<file path="config.mk">
export PLATFORM = sky130hd
export DESIGN_NAME = jbt_tap
export DESIGN_NICKNAME = d
export VERILOG_FILES = /design/src/hw/jbt_pkg.sv /design/src/hw/jbt_tap.sv
export SDC_FILE = /design/constraint.sdc
export NUM_CORES = 1
export LEC_CHECK = 0
export BUFFER_PORTS_ARGS = -buffer_cell sky130_fd_sc_hd__buf_2
export CAP_MARGIN = 20
export CORE_ASPECT_RATIO = 1.5
export CORE_MARGIN = 1.5
export CORE_UTILIZATION = 43
export CTS_CLUSTER_SIZE = 8
export DETAILED_ROUTE_END_ITERATION = 8
export GPL_TIMING_DRIVEN = 1
export HOLD_SLACK_MARGIN = 0.12
export MAX_ROUTING_LAYER = met4
export RECOVER_POWER = 100
export SYNTH_ARGS = -nofsm -noshare
export SYNTH_HDL_FRONTEND = slang
export SYNTH_SLANG_ARGS = --single-unit
</file>
<file path="constraint.sdc">
create_clock -name SYS_CLK -period 9.7 [get_ports SYS_CLK]
set_input_delay 0.97 -clock SYS_CLK [delete_from_list [all_inputs] [get_ports SYS_CLK]]
set_output_delay 0.97 -clock SYS_CLK [all_outputs]
set_load 0.1 [all_outputs]
</file>
<file path="src/hw/jbt_pkg.sv">
// constants of the boundary-scan test access port
package jbt_pkg;
    // ****************************************
    // instruction register
    // ****************************************
    localparam int IR_LEN = 10;
    localparam logic [9:0] IR_SAMPLE = 10'h005;
    localparam logic [9:0] IR_EXTEST = 10'h00F;
    localparam logic [9:0] IR_BYPASS = 10'h3FF;
    localparam logic [9:0] IR_USERCODE = 10'h007;
    localparam logic [9:0] IR_IDCODE = 10'h006;
    localparam logic [9:0] IR_HIGHZ = 10'h00B;
    localparam logic [9:0] IR_CLAMP = 10'h00A;
    localparam logic [9:0] IR_USER_A = 10'h00C;
    localparam logic [9:0] IR_USER_B = 10'h00E;
    // capture pattern of the instruction register, lsbs fixed 01
    localparam logic [9:0] IR_CAPTURE = 10'h001;
    // ****************************************
    // data registers
    // ****************************************
    localparam int DR_LEN = 32;
    localparam logic [31:0] USERCODE_RESET = 32'hFFFF_FFFF;
    localparam int ID_VER_POS = 28;
    localparam int ID_PART_POS = 12;
    localparam int ID_MFR_POS = 1;
    localparam int BSR_LEN_SMALL = 240;
    localparam int BSR_LEN_MID_A = 480;
    localparam int BSR_LEN_MID_B = 636;
    localparam int BSR_LEN_LARGE = 816;
    // ****************************************
    // tap controller states
    // ****************************************
    typedef enum logic [15:0] {
        ST_TLR = 16'h0001, ST_RTI = 16'h0002, ST_SDS = 16'h0004, ST_CDR = 16'h0008,
        ST_SDR = 16'h0010, ST_E1D = 16'h0020, ST_PDR = 16'h0040, ST_E2D = 16'h0080,
        ST_UDR = 16'h0100, ST_SIS = 16'h0200, ST_CIR = 16'h0400, ST_SIR = 16'h0800,
        ST_E1I = 16'h1000, ST_PIR = 16'h2000, ST_E2I = 16'h4000, ST_UIR = 16'h8000
    } jbt_state_t;
endpackage : jbt_pkg

</file>
<file path="src/hw/jbt_tap.sv">
// boundary-scan test access port, sampled on the system clock
`timescale 1ns/1ps
`default_nettype none
// Notes on behaviour
// - instruction register is ten bits, shifted from test input to test output
// - sample/preload captures pins, loads pattern, normal operation untouched
// - extest drives outputs from scan register, captures input pins
// - bypass places a one-bit register in the scan path
// - usercode shifts out the 32-bit user code register
// - user code defaults to all ones when none configured
// - idcode shifts out the identification register
// - id is version, part number, maker identity, lsb one
// - highz selects bypass and floats every pin
// - clamp selects bypass, pins held from scan register
// - two user codes route scan path through first or second user chain
// - highz, clamp, extest keep pull-ups and bus-hold working
// - scan register length is a device-dependent constant
// - programming instruction set shares the port; not implemented here
module jbt_tap #(
    parameter int BSR_LEN = jbt_pkg::BSR_LEN_SMALL,
    parameter int N_PINS = 8,
    // identity fields: values arbitrary
    parameter logic [3:0] ID_VERSION = 4'h0,
    parameter logic [15:0] ID_PART = 16'h1234,
    parameter logic [10:0] ID_MFR = 11'h055,
    parameter logic [31:0] USERCODE = jbt_pkg::USERCODE_RESET
) (
    input wire logic SYS_CLK,
    input wire logic RST,
    input wire logic TCK,
    input wire logic TMS,
    input wire logic TDI,
    output logic TDO,
    output logic TDO_OE_N,
    input wire logic [N_PINS-1:0] PIN_IN,
    input wire logic [N_PINS-1:0] CORE_OUT,
    input wire logic [N_PINS-1:0] CORE_OE_N,
    output logic [N_PINS-1:0] PIN_OUT,
    output logic [N_PINS-1:0] PIN_OE_N,
    output logic PIN_KEEPERS_ON,
    output logic USER_A_SEL,
    output logic USER_B_SEL,
    output logic USER_CAPTURE,
    output logic USER_SHIFT,
    output logic USER_UPDATE,
    output logic USER_TDI,
    input wire logic USER_A_TDO,
    input wire logic USER_B_TDO
);
    // ****************************************
    // input synchronisers and tck edges
    // ****************************************
    logic [2:0] sync1;
    logic [2:0] sync2;
    logic tck_d;
    // reset to the pulled-up idle levels, so no false tck edge follows reset
    always_ff @(posedge SYS_CLK or posedge RST) begin
        if (RST) begin
            sync1 <= 3'h7;
            sync2 <= 3'h7;
            tck_d <= 1'b1;
        end else begin
            sync1 <= {TCK, TMS, TDI};
            sync2 <= sync1;
            tck_d <= sync2[2];
        end
    end
    wire tms_s = sync2[1];
    wire tdi_s = sync2[0];
    wire tck_rise = sync2[2] & ~tck_d;
    wire tck_fall = ~sync2[2] & tck_d;

    // ****************************************
    // tap controller
    // ****************************************
    jbt_pkg::jbt_state_t state;
    jbt_pkg::jbt_state_t next_state;
    always_comb begin
        case (state)
            jbt_pkg::ST_TLR: next_state = tms_s ? jbt_pkg::ST_TLR : jbt_pkg::ST_RTI;
            jbt_pkg::ST_RTI: next_state = tms_s ? jbt_pkg::ST_SDS : jbt_pkg::ST_RTI;
            jbt_pkg::ST_SDS: next_state = tms_s ? jbt_pkg::ST_SIS : jbt_pkg::ST_CDR;
            jbt_pkg::ST_CDR: next_state = tms_s ? jbt_pkg::ST_E1D : jbt_pkg::ST_SDR;
            jbt_pkg::ST_SDR: next_state = tms_s ? jbt_pkg::ST_E1D : jbt_pkg::ST_SDR;
            jbt_pkg::ST_E1D: next_state = tms_s ? jbt_pkg::ST_UDR : jbt_pkg::ST_PDR;
            jbt_pkg::ST_PDR: next_state = tms_s ? jbt_pkg::ST_E2D : jbt_pkg::ST_PDR;
            jbt_pkg::ST_E2D: next_state = tms_s ? jbt_pkg::ST_UDR : jbt_pkg::ST_SDR;
            jbt_pkg::ST_UDR: next_state = tms_s ? jbt_pkg::ST_SDS : jbt_pkg::ST_RTI;
            jbt_pkg::ST_SIS: next_state = tms_s ? jbt_pkg::ST_TLR : jbt_pkg::ST_CIR;
            jbt_pkg::ST_CIR: next_state = tms_s ? jbt_pkg::ST_E1I : jbt_pkg::ST_SIR;
            jbt_pkg::ST_SIR: next_state = tms_s ? jbt_pkg::ST_E1I : jbt_pkg::ST_SIR;
            jbt_pkg::ST_E1I: next_state = tms_s ? jbt_pkg::ST_UIR : jbt_pkg::ST_PIR;
            jbt_pkg::ST_PIR: next_state = tms_s ? jbt_pkg::ST_E2I : jbt_pkg::ST_PIR;
            jbt_pkg::ST_E2I: next_state = tms_s ? jbt_pkg::ST_UIR : jbt_pkg::ST_SIR;
            jbt_pkg::ST_UIR: next_state = tms_s ? jbt_pkg::ST_SDS : jbt_pkg::ST_RTI;
            default: next_state = jbt_pkg::ST_TLR;
        endcase
    end
    always_ff @(posedge SYS_CLK or posedge RST) begin
        if (RST) begin
            state <= jbt_pkg::ST_TLR;
        end else if (tck_rise) begin
            state <= next_state;
        end
    end

    // ****************************************
    // instruction decode
    // ****************************************
    logic [9:0] ir_shift;
    logic [9:0] ir;
    wire sel_sample = (ir == jbt_pkg::IR_SAMPLE);
    wire sel_extest = (ir == jbt_pkg::IR_EXTEST);
    wire sel_usercode = (ir == jbt_pkg::IR_USERCODE);
    wire sel_idcode = (ir == jbt_pkg::IR_IDCODE);
    wire sel_highz = (ir == jbt_pkg::IR_HIGHZ);
    wire sel_clamp = (ir == jbt_pkg::IR_CLAMP);
    wire sel_user_a = (ir == jbt_pkg::IR_USER_A);
    wire sel_user_b = (ir == jbt_pkg::IR_USER_B);
    wire sel_bsr = sel_sample | sel_extest;
    wire sel_dr32 = sel_usercode | sel_idcode;
    // unsupported codes fall back to bypass rather than anything undefined
    wire sel_bypass = ~(sel_bsr | sel_dr32 | sel_user_a | sel_user_b);

    wire in_cdr = (state == jbt_pkg::ST_CDR);
    wire in_sdr = (state == jbt_pkg::ST_SDR);
    wire in_udr = (state == jbt_pkg::ST_UDR);
    wire in_sir = (state == jbt_pkg::ST_SIR);
    wire cap_dr = tck_rise & in_cdr;
    wire sh_dr = tck_rise & in_sdr;

    always_ff @(posedge SYS_CLK or posedge RST) begin
        if (RST) begin
            ir_shift <= jbt_pkg::IR_CAPTURE;
        end else if (tck_rise && state == jbt_pkg::ST_CIR) begin
            ir_shift <= jbt_pkg::IR_CAPTURE;
        end else if (tck_rise && in_sir) begin
            ir_shift <= {tdi_s, ir_shift[9:1]};
        end
    end
    // reset to idcode, apply at update
    always_ff @(posedge SYS_CLK or posedge RST) begin
        if (RST) begin
            ir <= jbt_pkg::IR_IDCODE;
        end else if (state == jbt_pkg::ST_TLR) begin
            ir <= jbt_pkg::IR_IDCODE;
        end else if (tck_fall && state == jbt_pkg::ST_UIR) begin
            ir <= ir_shift;
        end
    end

    // ****************************************
    // data registers
    // ****************************************
    logic bypass;
    logic [31:0] dr32;
    logic [BSR_LEN-1:0] bsr;
    logic [N_PINS-1:0] bsr_upd_out;
    logic [N_PINS-1:0] bsr_upd_oe_n;
    wire [31:0] id_value = {ID_VERSION, ID_PART, ID_MFR, 1'b1};
    // bsr cells: inputs, then outputs, then enables; rest are spare
    wire [BSR_LEN-1:0] bsr_capture = {{(BSR_LEN - 3 * N_PINS){1'b0}}, CORE_OE_N, CORE_OUT,
                                      PIN_IN};

    always_ff @(posedge SYS_CLK or posedge RST) begin
        if (RST) begin
            bypass <= 1'b0;
        end else if (cap_dr) begin
            bypass <= 1'b0;
        end else if (sh_dr && sel_bypass) begin
            bypass <= tdi_s;
        end
    end
    // user code or id capture, shift
    always_ff @(posedge SYS_CLK or posedge RST) begin
        if (RST) begin
            dr32 <= 32'h0000_0000;
        end else if (cap_dr && sel_dr32) begin
            dr32 <= sel_usercode ? USERCODE : id_value;
        end else if (sh_dr && sel_dr32) begin
            dr32 <= {tdi_s, dr32[31:1]};
        end
    end
    // sample captures pins, fixed length chain
    always_ff @(posedge SYS_CLK or posedge RST) begin
        if (RST) begin
            bsr <= '0;
        end else if (cap_dr && sel_bsr) begin
            bsr <= bsr_capture;
        end else if (sh_dr && sel_bsr) begin
            bsr <= {tdi_s, bsr[BSR_LEN-1:1]};
        end
    end
    // update latches steer pins only under extest or clamp
    always_ff @(posedge SYS_CLK or posedge RST) begin
        if (RST) begin
            bsr_upd_out <= '0;
            bsr_upd_oe_n <= '1;
        end else if (tck_fall && in_udr && sel_bsr) begin
            bsr_upd_out <= bsr[2*N_PINS-1:N_PINS];
            bsr_upd_oe_n <= bsr[3*N_PINS-1:2*N_PINS];
        end
    end

    // ****************************************
    // pin control and outputs
    // ****************************************
    // extest and clamp drive from update latches
    wire pins_from_bsr = sel_extest | sel_clamp;
    assign PIN_OE_N = sel_highz ? {N_PINS{1'b1}} : (pins_from_bsr ? bsr_upd_oe_n : CORE_OE_N);
    assign PIN_OUT = pins_from_bsr ? bsr_upd_out : CORE_OUT;
    // keepers stay on in every mode
    assign PIN_KEEPERS_ON = 1'b1;

    assign USER_A_SEL = sel_user_a;
    assign USER_B_SEL = sel_user_b;
    assign USER_CAPTURE = in_cdr;
    assign USER_SHIFT = in_sdr;
    assign USER_UPDATE = in_udr;
    assign USER_TDI = tdi_s;

    wire tdo_dr = sel_bsr ? bsr[0] : sel_dr32 ? dr32[0] : sel_user_a ? USER_A_TDO :
                  sel_user_b ? USER_B_TDO : bypass;
    wire shifting = in_sdr | in_sir;
    // tdo changes on falling tck, as the host samples on rising
    always_ff @(posedge SYS_CLK or posedge RST) begin
        if (RST) begin
            TDO <= 1'b0;
            TDO_OE_N <= 1'b1;
        end else if (tck_fall) begin
            TDO <= in_sir ? ir_shift[0] : tdo_dr;
            TDO_OE_N <= ~shifting;
        end
    end

    // ****************************************
    // checks
    // ****************************************
    AST_TLR_IDCODE: assert property (@(posedge SYS_CLK) disable iff (RST)
        (state == jbt_pkg::ST_TLR) |=> sel_idcode)
        else $error("test-logic-reset did not select idcode");
    AST_IR_UPDATE: assert property (@(posedge SYS_CLK) disable iff (RST)
        (tck_fall && state == jbt_pkg::ST_UIR) |=> (ir == $past(ir_shift)))
        else $error("instruction not applied at update");
    AST_IR_HOLD: assert property (@(posedge SYS_CLK) disable iff (RST)
        (state != jbt_pkg::ST_UIR && state != jbt_pkg::ST_TLR) |=> $stable(ir))
        else $error("instruction changed outside update");
    AST_TMS_RESET: assert property (@(posedge SYS_CLK) disable iff (RST)
        (tck_rise && tms_s && state == jbt_pkg::ST_SIS) |=> state == jbt_pkg::ST_TLR)
        else $error("tms high from select-ir did not reset");
    AST_HIGHZ: assert property (@(posedge SYS_CLK) disable iff (RST)
        sel_highz |-> (PIN_OE_N == {N_PINS{1'b1}}))
        else $error("pin driven under highz");
    AST_BYPASS_CAP: assert property (@(posedge SYS_CLK) disable iff (RST)
        cap_dr |=> !bypass)
        else $error("bypass did not capture zero");
    AST_ID_CAP: assert property (@(posedge SYS_CLK) disable iff (RST)
        (cap_dr && sel_idcode) |=> (dr32 == id_value && dr32[0]))
        else $error("idcode capture wrong");
    AST_USER_CAP: assert property (@(posedge SYS_CLK) disable iff (RST)
        (cap_dr && sel_usercode) |=> dr32 == USERCODE)
        else $error("usercode capture wrong");
    AST_SAMPLE_PINS: assert property (@(posedge SYS_CLK) disable iff (RST)
        sel_sample |-> (PIN_OUT == CORE_OUT && PIN_OE_N == CORE_OE_N))
        else $error("sample disturbed pins");
    AST_CLAMP_PINS: assert property (@(posedge SYS_CLK) disable iff (RST)
        (sel_clamp || sel_extest) |-> PIN_OUT == bsr_upd_out)
        else $error("pins not from update latch");
    AST_KEEPERS: assert property (@(posedge SYS_CLK) disable iff (RST)
        PIN_KEEPERS_ON)
        else $error("keepers turned off");
    COV_IR_LOAD: cover property (@(posedge SYS_CLK) tck_fall && state == jbt_pkg::ST_UIR);
    COV_EXTEST: cover property (@(posedge SYS_CLK) sel_extest && tck_fall && in_udr);
    COV_USER_A: cover property (@(posedge SYS_CLK) sel_user_a && sh_dr);
    COV_ID_SHIFT: cover property (@(posedge SYS_CLK) sel_idcode && sh_dr);
endmodule : jbt_tap
`default_nettype wire

</file>
[Word-level counts from Yosys, hierarchy flattened]
Index checks and enable logic that the tools add are counted.
Storage, ports and cells
  output and inout bits: 25
  bits in registers: 334
Cells by class
  reduce and logical (&&, ||, !) cells: 18
  bitwise logic cells: 15
  mux-type cells: 32
  equality and inequality tests: 24
Operators with widths (number)
  2-to-1 mux 240 bit: 2
  one-hot mux 16 bit (12 select lines): 1
  2-to-1 mux 32 bit: 3
  == test 10 x 4 -> 1 bit, second input constant: 5
  2-to-1 mux 10 bit: 5
  2-to-1 mux 16 bit: 2
  2-to-1 mux 8 bit: 4
  == test 10 x 3 -> 1 bit, second input constant: 3
  2-to-1 mux 9 bit: 2
  == test 16 x 1 -> 1 bit, second input constant: 1
  == test 16 x 10 -> 1 bit, second input constant: 1
  == test 16 x 11 -> 1 bit, second input constant: 1
  == test 16 x 12 -> 1 bit, second input constant: 1
  == test 16 x 13 -> 1 bit, second input constant: 1
  == test 16 x 14 -> 1 bit, second input constant: 1
  == test 16 x 15 -> 1 bit, second input constant: 1
  == test 16 bit, second input constant: 1
  == test 16 x 2 -> 1 bit, second input constant: 1
  == test 16 x 3 -> 1 bit, second input constant: 1
  == test 16 x 4 -> 1 bit, second input constant: 1
  == test 16 x 5 -> 1 bit, second input constant: 1
  == test 16 x 6 -> 1 bit, second input constant: 1
  == test 16 x 7 -> 1 bit, second input constant: 1
  == test 16 x 8 -> 1 bit, second input constant: 1
  other kinds (15): 47

[Depth between registers and ports, before layout]
Gate-level depths: netlist of the first run.
  depth after elaboration: 9
  depth in mapped cells: 9

[Worst setup path after synthesis of the first run]
OpenSTA, ideal clock, no wires.
  path type: register to output
  start: register ir[2]
  end: output USER_A_SEL
  cell stages (with the launch flop): 4
  arrival time: 3099 ps
  buffers on the path: 0
  required time: 8730 ps
  slack: 5631 ps
  cell sequence: dfstp_2 -> nor3b_1 -> nand2_1 -> nor3_1
Between the ends
  longest elaborated chain between the ends: 1
Ends and longest elaborated chain
  from (decl): line jbt_tap.sv:111  | logic [9:0] ir;
  from (signal assigned): line jbt_tap.sv:144  | ir <= jbt_pkg::IR_IDCODE;
  from (signal assigned): line jbt_tap.sv:146  | ir <= jbt_pkg::IR_IDCODE;
  from (signal assigned): line jbt_tap.sv:148  | ir <= ir_shift;
  == test 10 x 4 -> 1 bit: line jbt_tap.sv:118  | wire sel_user_a = (ir == jbt_pkg::IR_USER_A);
  to (decl): line jbt_tap.sv:41  | output logic USER_A_SEL,
No other way between the ends.

[Worst setup path after layout of the first run]
  start: register state[12]
  end: register bsr[45]
Between the ends
  longest elaborated chain between the ends: 4
  elaborated cells on any way between the ends: 8
Ends and longest elaborated chain
  from (decl): line jbt_tap.sv:76  | jbt_pkg::jbt_state_t state;
  from (signal assigned): line jbt_tap.sv:101  | state <= jbt_pkg::ST_TLR;
  from (signal assigned): line jbt_tap.sv:103  | state <= next_state;
  == test 16 x 4 -> 1 bit / == test 16 x 5 -> 1 bit (equally long branches): line jbt_tap.sv:125, jbt_tap.sv:126
  bitwise AND 1 bit, on equally long branches: line jbt_tap.sv:129, jbt_tap.sv:130
  logical AND 1 bit, on equally long branches: line jbt_tap.sv:188, jbt_tap.sv:190
  2-to-1 mux 240 bit / nonzero test 2 bit (equally long branches)
  to (signal assigned): line jbt_tap.sv:189  | bsr <= bsr_capture;
  to (signal assigned): line jbt_tap.sv:191  | bsr <= {tdi_s, bsr[BSR_LEN-1:1]};
  to (decl): line jbt_tap.sv:157  | logic [BSR_LEN-1:0] bsr;
Parallel ways exist; a longest one is shown, timed or not.
A chain may end at the register's enable or synchronous reset.

==> impl_metrics.json, run 1 <==
{
  "ir_drop_mv": 0.109,
  "postRouteAntennaNets": 0,
  "place_hpwl_mm": 15.3,
  "hold_start": "sync1[0]",
  "syn_to_final_growth_pct": 11.2,
  "antenna_found_initial": 0,
  "drive_gt1_frac": 0.0876,
  "chipHeight_um": 225,
  "cts_hold_buffers": 0,
  "maxSlewViolCount": 358,
  "worstPathArrival_ns": 6.52,
  "grt_pass1_vias": 9701,
  "cp.buffers_inverters": 2,
  "cpMaxStageDelayCell": "clkbuf_1",
  "drt-pass1-iter-count": 5,
  "die_w_um": 151,
  "via_count": 9998,
  "final_core_util": 0.484,
  "layout_min_cycle_time_ns": 6.15,
  "die_area_um2": 34000,
  "ios": 56,
  "final_area_um2": 15700,
  "ys_seq_area_frac": 0.594,
  "avgViaCountPerCell": 5.14,
  "slowest_delay_ns": 1.53,
  "met3_length_mm": 1.17,
  "hold_path_class": "reg2reg",
  "core_area_um2": 32400,
  "async_flop_share": 1.00,
  "finalSetupTns_ns": 0,
  "drt-total-wl_mm": 26.9,
  "placed_area_um2": 14400,
  "path_clk_slew_ns": 0.05,
  "syn_avg_cell_area_um2": 9.41,
  "fin_cells": 1945,
  "ys_types": 68,
  "r2r.worst_path.cells": 7,
  "grt_max_degree": 181,
  "holdPathStages": 0,
  "overflow": 0,
  "crit_required_ns": 10.06,
  "crit_path_start_kind": "register",
  "start_util": 0.435,
  "finalHoldViolCount": 0,
  "max_slew.worst_pin.slew_ns": 4.15,
  "cp_top_family": "simple AND/OR/NAND/NOR gates",
  "p_leak_uw": 0.00692,
  "powerDensity_nw_per_um2": 197,
  "synth_flop_cell": "dfrtp_1",
  "syn_inst": 1500,
  "post-route-period-util": 0.634,
  "rrSetupSlack_ns": 3.55,
  "rsz0062_at_grt": "no",
  "cts.sinks": 334,
  "nets": 1541,
  "relSlewSlack": -1.77,
  "wl_per_cell_um": 13.8,
  "ys_seq_elements": 334,
  "hold-path-endpoint": "sync2[0]",
  "grt_pass1_wl_mm": 46.5,
  "report.final.setup_viol": 0,
  "drtIter0Drc": 571,
  "met1_length_mm": 12.4,
  "post_cts_buffers": 0,
  "numCtsBuffers": 47,
  "cts_resized": 0,
  "syn_area_um2": 14100,
  "violations": "max-capacitance violations, max-slew violations",
  "place.gp.congestion": 0.840,
  "grt.total_usage": 0.169,
  "diodes": 0,
  "skew_ns": 0.0153,
  "ctsHtreeMaxLevel": 2,
  "drc": 0,
  "fmax_ghz": 0.163,
  "synth_warnings": 0,
  "reg2reg_from": "state[12]",
  "cts_tree": "yes",
  "end_kind": "register",
  "numPortBuffers": 54,
  "synthesis.nets": 1531,
  "row_count": 81,
  "cp_cell_sequence": "or4_1, nor4_1, nand2_8, clkbuf_1, clkbuf_1, nand2_1, o21ai_0",
  "critPathMaxFanout": 131,
  "dr_wl_met2_mm": 12.6,
  "clock_latency_ns": 0.55,
  "crit_top_cell": "clkbuf_1",
  "max_cap_violations": 7,
  "place_inst": 1871,
  "max-clock-path-buffers": 3,
  "crit_type": "reg2reg",
  "highest_layer": "met4",
  "num-fill-cells": 3080,
  "total_power_uw": 3090,
  "synth_edf_count": 0,
  "root_buffer": "clkbuf_16",
  "outcome": "finished, violations left",
  "rr_endpoint": "bsr[45]"
}
-- worst reg2reg max path: cells and delay by family (launching register included) --
family                 cells  cell delay, ns
AOI/OAI and AO/OA          1            0.15
and+or+nand+nor            4            3.33
DFF                        1            0.47
buffers and inverters      2            2.01
-- synth_stat cells (all sizes together) (2+ instances only) --
cell / count / share of area
nand2: 531 / 0.14
dfrtp: 314 / 0.56
o21ai: 252 / 0.090
clkbuf: 66 / 0.021
nor2: 59 / 0.016
buf: 44 / 0.022
a21oi: 36 / 0.013
mux2: 25 / 0.020
o22ai: 24 / 0.011
dfstp: 20 / 0.037
a22o: 10 / 0.0063
nand4: 10 / 0.0049
mux2i: 9 / 0.0064
nor3: 8 / 0.0032
inv: 7 / 0.0019
nor4: 7 / 0.0061
xor2: 7 / 0.0043
nor2b: 6 / 0.0027
or4: 6 / 0.0043
nand2b: 5 / 0.0022
nand3: 5 / 0.0018
nand4b: 4 / 0.0025
a22oi: 3 / 0.0016
and2: 3 / 0.0014
and4b: 3 / 0.0021
nor4b: 3 / 0.0019
xnor2: 3 / 0.0019
a21o: 2 / 0.0011
a2bb2oi: 2 / 0.0012
a32o: 2 / 0.0014
and3: 2 / 0.00089
and3b: 2 / 0.0012
nand3b: 2 / 0.0011
nor3b: 2 / 0.0019
o41ai: 2 / 0.0012
-- flip-flops by register name, indices dropped and copies added (netlist names) --
| name | count |
|---|---|
| TDO_OE_N | 1 |
| bsr | 240 |
| bsr_upd_out | 8 |
| sync1 | 3 |
| tck_d | 1 |
| bypass | 1 |
| bsr_upd_oe_n | 8 |
| ir_shift | 10 |
| TDO | 1 |
| sync2 | 3 |
| state | 16 |
| ir | 10 |
| dr32 | 32 |
-- logic make-up (layout without fill, tap and decap cells) --
logic type / count (synthesis) / count (layout) / synth area share
compound gates: 343 / 343 / 0.132
xor+xnor: 10 / 10 / 0.00620
buf+inv: 117 / 147 / 0.0448
flops: 334 / 334 / 0.594
mux: 34 / 34 / 0.0263
other cells: 1 / 1 / 0.000266
simple gates: 661 / 661 / 0.197
-- area by class of cell --
class                   instances  area, um2  share of cell area
clock buffers                  66       1260              0.0801
repair buffers                 71        398              0.0253
well taps                     415        519              0.0331
multi-input cells            1049       5070               0.323
inverters                       7       27.5             0.00175
clock inverters                 3       48.8             0.00311
flip-flops and latches        334       8380               0.534
-- power by group --
part / leakage, uW / internal, uW / switching (uW)
registers: 0.00447 / 1420 / 19.2
logic: 0.00182 / 42.6 / 121
clock network: 0.000632 / 892 / 594
-- metal layers --
| layer | up-vias | GRT usage |
|---|---|---|
| met5 | - | - |
| li1 | 4998 | - |
| met2 | 160 | 0.260 |
| met4 | 0 | 0.0651 |
| met3 | 50 | 0.0283 |
| met1 | 4790 | 0.223 |
-- cells in the final DEF, fill, tap and decap left out, drive strengths merged, types with 3 or more instances in the layout --
cell type | Yosys | routed
nand2 | 531 | 531
or4 | 6 | 6
buf | 44 | 39
and4b | 3 | 3
nor2b | 6 | 6
inv | 7 | 9
dfstp | 20 | 20
mux2i | 9 | 9
dfrtp | 314 | 314
nand4b | 4 | 4
a21oi | 36 | 36
xor2 | 7 | 7
nor4 | 7 | 7
nor2 | 59 | 59
nor3 | 8 | 8
nand4 | 10 | 10
nor4b | 3 | 3
a22oi | 3 | 3
clkbuf | 66 | 98
and2 | 3 | 3
nand2b | 5 | 5
mux2 | 25 | 25
nand3 | 5 | 5
a22o | 10 | 10
o22ai | 24 | 24
xnor2 | 3 | 3
o21ai | 252 | 252
-- through the flow --
step           hold WS, ns  setup slack [ns]
6_report             0.354              3.55
5_1_grt              0.367              3.06
4_1_cts              0.355              5.32
3_5_place_dp         0.347              5.51
3_3_place_gp         0.346              5.64
2_1_floorplan        0.345              4.28
-- how the worst max path moves through the flow --
stage | startpoint | end | slack [ns] | cells after the start
floorplan | RST | TDO | 4.28 | 1
global placement | tck_d | bsr[54] | 5.64 | 5
detailed placement | tck_d | bsr[154] | 5.51 | 5
CTS | ir[5] | PIN_OUT[4] | 5.32 | 5
global route | tck_d | bsr[37] | 3.06 | 5
finish | state[12] | bsr[45] | 3.55 | 7
No activity file was read; power rests on OpenSTA's default activity.
==> run 2, diff against run 1 <==
==> constraint.sdc (replaced) <==
create_clock -name SYS_CLK -period 5.8 [get_ports SYS_CLK]
set_input_delay 0.58 -clock SYS_CLK [delete_from_list [all_inputs] [get_ports SYS_CLK]]
set_output_delay 0.58 -clock SYS_CLK [all_outputs]
set_load 0.1 [all_outputs]
==> impl_metrics.json, run 2 (same netlist as run 1, synthesis figures left out) <==
{
  "outcome": "finished, violations left",
  "violations": "max-capacitance violations, max-slew violations",
  "crit_required_ns": 5.22,
  "hold_ws_ns": 0.349,
  "cts.sinks": 334,
  "clock_latency_ns": 0.54,
  "crit_type": "reg2out",
  "max-clock-path-buffers": 3,
  "avgViaCountPerCell": 5.09,
  "via_count": 9915,
  "r2r.worst_path.cells": 6,
  "max_slew.worst_pin.slew_ns": 3.40,
  "place_hpwl_mm": 15.1,
  "cpMaxStageDelayCell": "nor4_1",
  "top_regs": "bsr x240, dr32 x32, state x16",
  "cts_hold_buffers": 3,
  "maxSlewViolCount": 309,
  "ctsHtreeMaxLevel": 2,
  "hold-path-endpoint": "sync2[0]",
  "path_clk_slew_ns": 0.05,
  "rsz0062_at_grt": "no",
  "finalSetupTns_ns": 0,
  "overflow": 0,
  "skew_ns": 0.0167,
  "start_util": 0.435,
  "drive_gt1_frac": 0.0926,
  "hold_start": "sync1[0]",
  "fmax_ghz": 0.224,
  "nets": 1543,
  "drt-pass1-iter-count": 4,
  "cp.buffers_inverters": 1,
  "cts_resized": 0,
  "rrSetupSlack_ns": 1.45,
  "powerDensity_nw_per_um2": 326,
  "cts_tree": "yes",
  "root_buffer": "clkbuf_16",
  "rr_endpoint": "bsr[56]",
  "hold_path_class": "reg2reg",
  "worstPathArrival_ns": 3.89,
  "drc": 0,
  "numPortBuffers": 54,
  "layout_min_cycle_time_ns": 4.47,
  "core_area_um2": 32400,
  "grt.total_usage": 0.164,
  "slowest_delay_ns": 1.26,
  "reg2reg_from": "state[5]",
  "place.gp.congestion": 0.865,
  "drt-total-wl_mm": 26.3,
  "regMostFlops": "bsr",
  "chipHeight_um": 225,
  "wl_per_cell_um": 13.5,
  "row_count": 81,
  "largest_register_ffs": 240,
  "die_w_um": 151,
  "die_area_um2": 34000,
  "relSlewSlack": -1.27,
  "diodes": 0,
  "drtIter0Drc": 516,
  "finalHoldViolCount": 0,
  "final_cell_mix": "530 x nand2_1, 314 x dfrtp_1, 249 x o21ai_0",
  "cp_top_family": "simple AND/OR/NAND/NOR gates",
  "post_cts_buffers": 0,
  "p_leak_uw": 0.00697,
  "crit_path_start_kind": "register",
  "report.final.setup_viol": 0,
  "numCtsBuffers": 47,
  "layout_commonest_cell": "nand2_1",
  "cp_cell_sequence": "or4_1, nor4_1, clkbuf_1",
  "ir_drop_mv": 0.163,
  "grt_pass1_wl_mm": 45.2,
  "grt_pass1_vias": 9466,
  "critPathMaxFanout": 10,
  "grt_max_degree": 173,
  "syn_to_final_growth_pct": 11.7,
  "end_kind": "output port",
  "post-route-period-util": 0.770,
  "max_cap_violations": 5,
  "ios": 56,
  "postRouteAntennaNets": 0,
  "holdPathStages": 0,
  "antenna_found_initial": 0
}
[run 2: changes by cell type in the layout (fill, tap and decap cells not counted), sizes merged]
cell and delta:
dlygate4sd3 +3, clkbuf +1, inv -2, clkinv +1
[run 2: how the worst max path moves through the flow]
stage	end	slack [ns]	start	cells past startpoint
3_5_place_dp	bsr[92]	2.39	state[12]	6
2_1_floorplan	TDO	0.77	RST	1
6_report	USER_CAPTURE	1.33	state[5]	3
4_1_cts	PIN_OUT[0]	1.82	ir[4]	5
3_3_place_gp	PIN_OUT[7]	2.38	ir[5]	5
5_1_grt	bsr[73]	1.17	state[12]	6
[run 2: power by group]
group / internal (uW) / leakage, uW / switching, uW
combinational: 71.4 / 0.00187 / 205
sequential: 2370 / 0.00447 / 31.3
clock: 1510 / 0.000633 / 961
[run 2: layout make-up]
| type | instances | area, um2 |
|---|---|---|
| sequential | 334 | 8380 |
| timing repair buffer | 73 | 440 |
| clock inverter | 2 | 25.0 |
| inverter | 7 | 27.5 |
| clock buffer | 68 | 1290 |
| tap | 415 | 519 |
| fill | 3073 | 16700 |
| multi-input combinational | 1049 | 5090 |
[run 2: per-layer routing]
layer / wire, um / GRT usage
met5: 0 / -
met4: 601 / 0.0564
met3: 1040 / 0.0287
met2: 12200 / 0.257
met1: 12500 / 0.216
[run 2: metrics by stage]
stage,utilization,std cells,setup slack [ns],total power (uW),instance area [um2]
final,0.486,1948,1.33,5150,15800
after global routing,0.486,1948,1.17,5370,15800
after CTS,0.488,1945,1.82,5240,15800
after detailed placement,0.446,1872,2.39,2730,14500
after global placement,0.446,1871,2.38,2720,14500
after floorplan,-,1500,0.774,2660,14100
==> run 3, diff against run 2 <==
==> constraint.sdc (replaced) <==
create_clock -name SYS_CLK -period 4.6 [get_ports SYS_CLK]
set_input_delay 0.46 -clock SYS_CLK [delete_from_list [all_inputs] [get_ports SYS_CLK]]
set_output_delay 0.46 -clock SYS_CLK [all_outputs]
set_load 0.1 [all_outputs]
==> impl_metrics.json, run 3 (same netlist as run 1, synthesis figures left out) <==
{
  "end_kind": "output port",
  "largest_register_ffs": 240,
  "die_w_um": 151,
  "worstPathArrival_ns": 3.27,
  "path_clk_slew_ns": 0.05,
  "holdPathStages": 3,
  "diodes": 0,
  "grt_max_degree": 119,
  "layout_commonest_cell": "nand2_1",
  "place_hpwl_mm": 15.8,
  "layout_min_cycle_time_ns": 3.73,
  "regMostFlops": "bsr",
  "grt_pass1_wl_mm": 46.0,
  "finalHoldViolCount": 0,
  "cts_hold_buffers": 4,
  "avgViaCountPerCell": 5.12,
  "maxSlewViolCount": 249,
  "max_cap_violations": 4,
  "p_int_uw": 4980,
  "max_slew.worst_pin.slew_ns": 2.52,
  "clock_latency_ns": 0.54,
  "drc": 0,
  "report.final.setup_viol": 0,
  "final_core_util": 0.488,
  "p_leak_uw": 0.00699,
  "row_count": 81,
  "nets": 1548,
  "crit_type": "reg2out",
  "powerDensity_nw_per_um2": 410,
  "start_util": 0.435,
  "crit_path_start_kind": "register",
  "antenna_found_initial": 0,
  "die_area_um2": 34000,
  "core_area_um2": 32400,
  "numCtsBuffers": 47,
  "max-clock-path-buffers": 3,
  "drive_gt1_frac": 0.0943,
  "grt_pass1_vias": 9674,
  "outcome": "finished, violations left",
  "cts_tree": "yes",
  "p_comb_frac": 0.054,
  "switching_share": 0.231,
  "final_cell_mix": "530 x nand2_1, 314 x dfrtp_1, 245 x o21ai_0",
  "hold_path_class": "in2reg",
  "drt-total-wl_mm": 26.8,
  "post_cts_buffers": 0,
  "seqPwrFrac": 0.468,
  "root_buffer": "clkbuf_16",
  "drtIter0Drc": 470,
  "num-fill-cells": 3077,
  "r2r.worst_path.cells": 5,
  "overflow": 0,
  "grt.total_usage": 0.168,
  "post-route-period-util": 0.810,
  "ctsHtreeMaxLevel": 2,
  "ios": 56,
  "fmax_ghz": 0.268,
  "fin_cells": 1952,
  "relSlewSlack": -0.680,
  "wl_per_cell_um": 13.7,
  "via_count": 9999,
  "chipHeight_um": 225,
  "finalSetupTns_ns": 0,
  "cts.sinks": 334,
  "drt-pass1-iter-count": 5,
  "place_inst": 1879,
  "cts_resized": 0,
  "rsz0062_at_grt": "no",
  "critPathMaxFanout": 9,
  "top_regs": "bsr x240, dr32 x32, state x16",
  "place.gp.congestion": 0.878,
  "switching_power_uw": 1500,
  "postRouteAntennaNets": 0,
  "skew_ns": 0.0147,
  "crit_required_ns": 4.14,
  "ir_drop_mv": 0.277,
  "numPortBuffers": 54,
  "syn_to_final_growth_pct": 12.1,
  "violations": "max-capacitance violations, max-slew violations",
  "clkPwrFrac": 0.478
}
run 3: changes by cell type in the layout (fill, tap and decap cells not counted), moves of 2 or more:
| cell | previous run | this run |
|---|---|---|
| o21ai_0 | 249 | 245 |
| buf_8 | 2 | 0 |
| buf_12 | 3 | 6 |
| buf_4 | 3 | 10 |
| o21ai_1 | 2 | 7 |
| clkbuf_2 | 3 | 1 |
run 3: power groups by stage:
stage	Clock, uW	Combinational, uW	Sequential, uW
after floorplan	0	276	3070
after global placement	0	359	3080
after detailed placement	0	363	3080
after CTS	3210	367	3030
after global routing	3320	391	3030
final	3100	352	3030
run 3: critical path: stages, from the launching register on:
cell	delay [ns]
dfrtp_1	0.48
or4_1	0.64
nor2_1	0.36
nand4_1	0.27
inv_1	0.10
clkbuf_1	0.86
run 3: final cells by class:
type,instances,area [um2],share of cell area
inverter,7,27.5,0.00174
clock buffer,67,1280,0.0810
timing repair buffer,78,490,0.0310
multi-input combinational,1049,5100,0.322
sequential,334,8380,0.530
tap,415,519,0.0328
clock inverter,2,25.0,0.00158
run 3: worst paths after layout:
check / startpoint / slack [ns] / endpoint
max: state[12] / 0.87 / USER_SHIFT
min: PIN_IN[7] / 0.22 / bsr[7]
max reg2reg: sync2[2] / 1.09 / bsr[104]
min reg2reg: sync1[1] / 0.36 / sync2[1]
max in group asynchronous: RST / 1.43 / bsr[36]
min in group asynchronous: RST / 0.47 / bsr[181]
run 3: metrics by stage:
| step | hold slack, ns | area (um2) | setup slack [ns] | total power, uW |
|---|---|---|---|---|
| floorplan | 0.345 | 14100 | -0.306 | 3350 |
| detailed placement | 0.349 | 14600 | 1.48 | 3440 |
| global route | 0.246 | 15800 | 0.758 | 6750 |
| finish | 0.224 | 15800 | 0.873 | 6480 |
| CTS | 0.179 | 15900 | 1.35 | 6610 |
| global placement | 0.346 | 14600 | 1.59 | 3430 |
run 3: per-layer routing:
layer  global-route usage  wire length (um)  vias up
met4               0.0689               802        0
li1                     -                 -     5007
met3               0.0306              1070       57
met2                0.270             12600      140
met5                    -                 0        -
met1                0.209             12300     4795
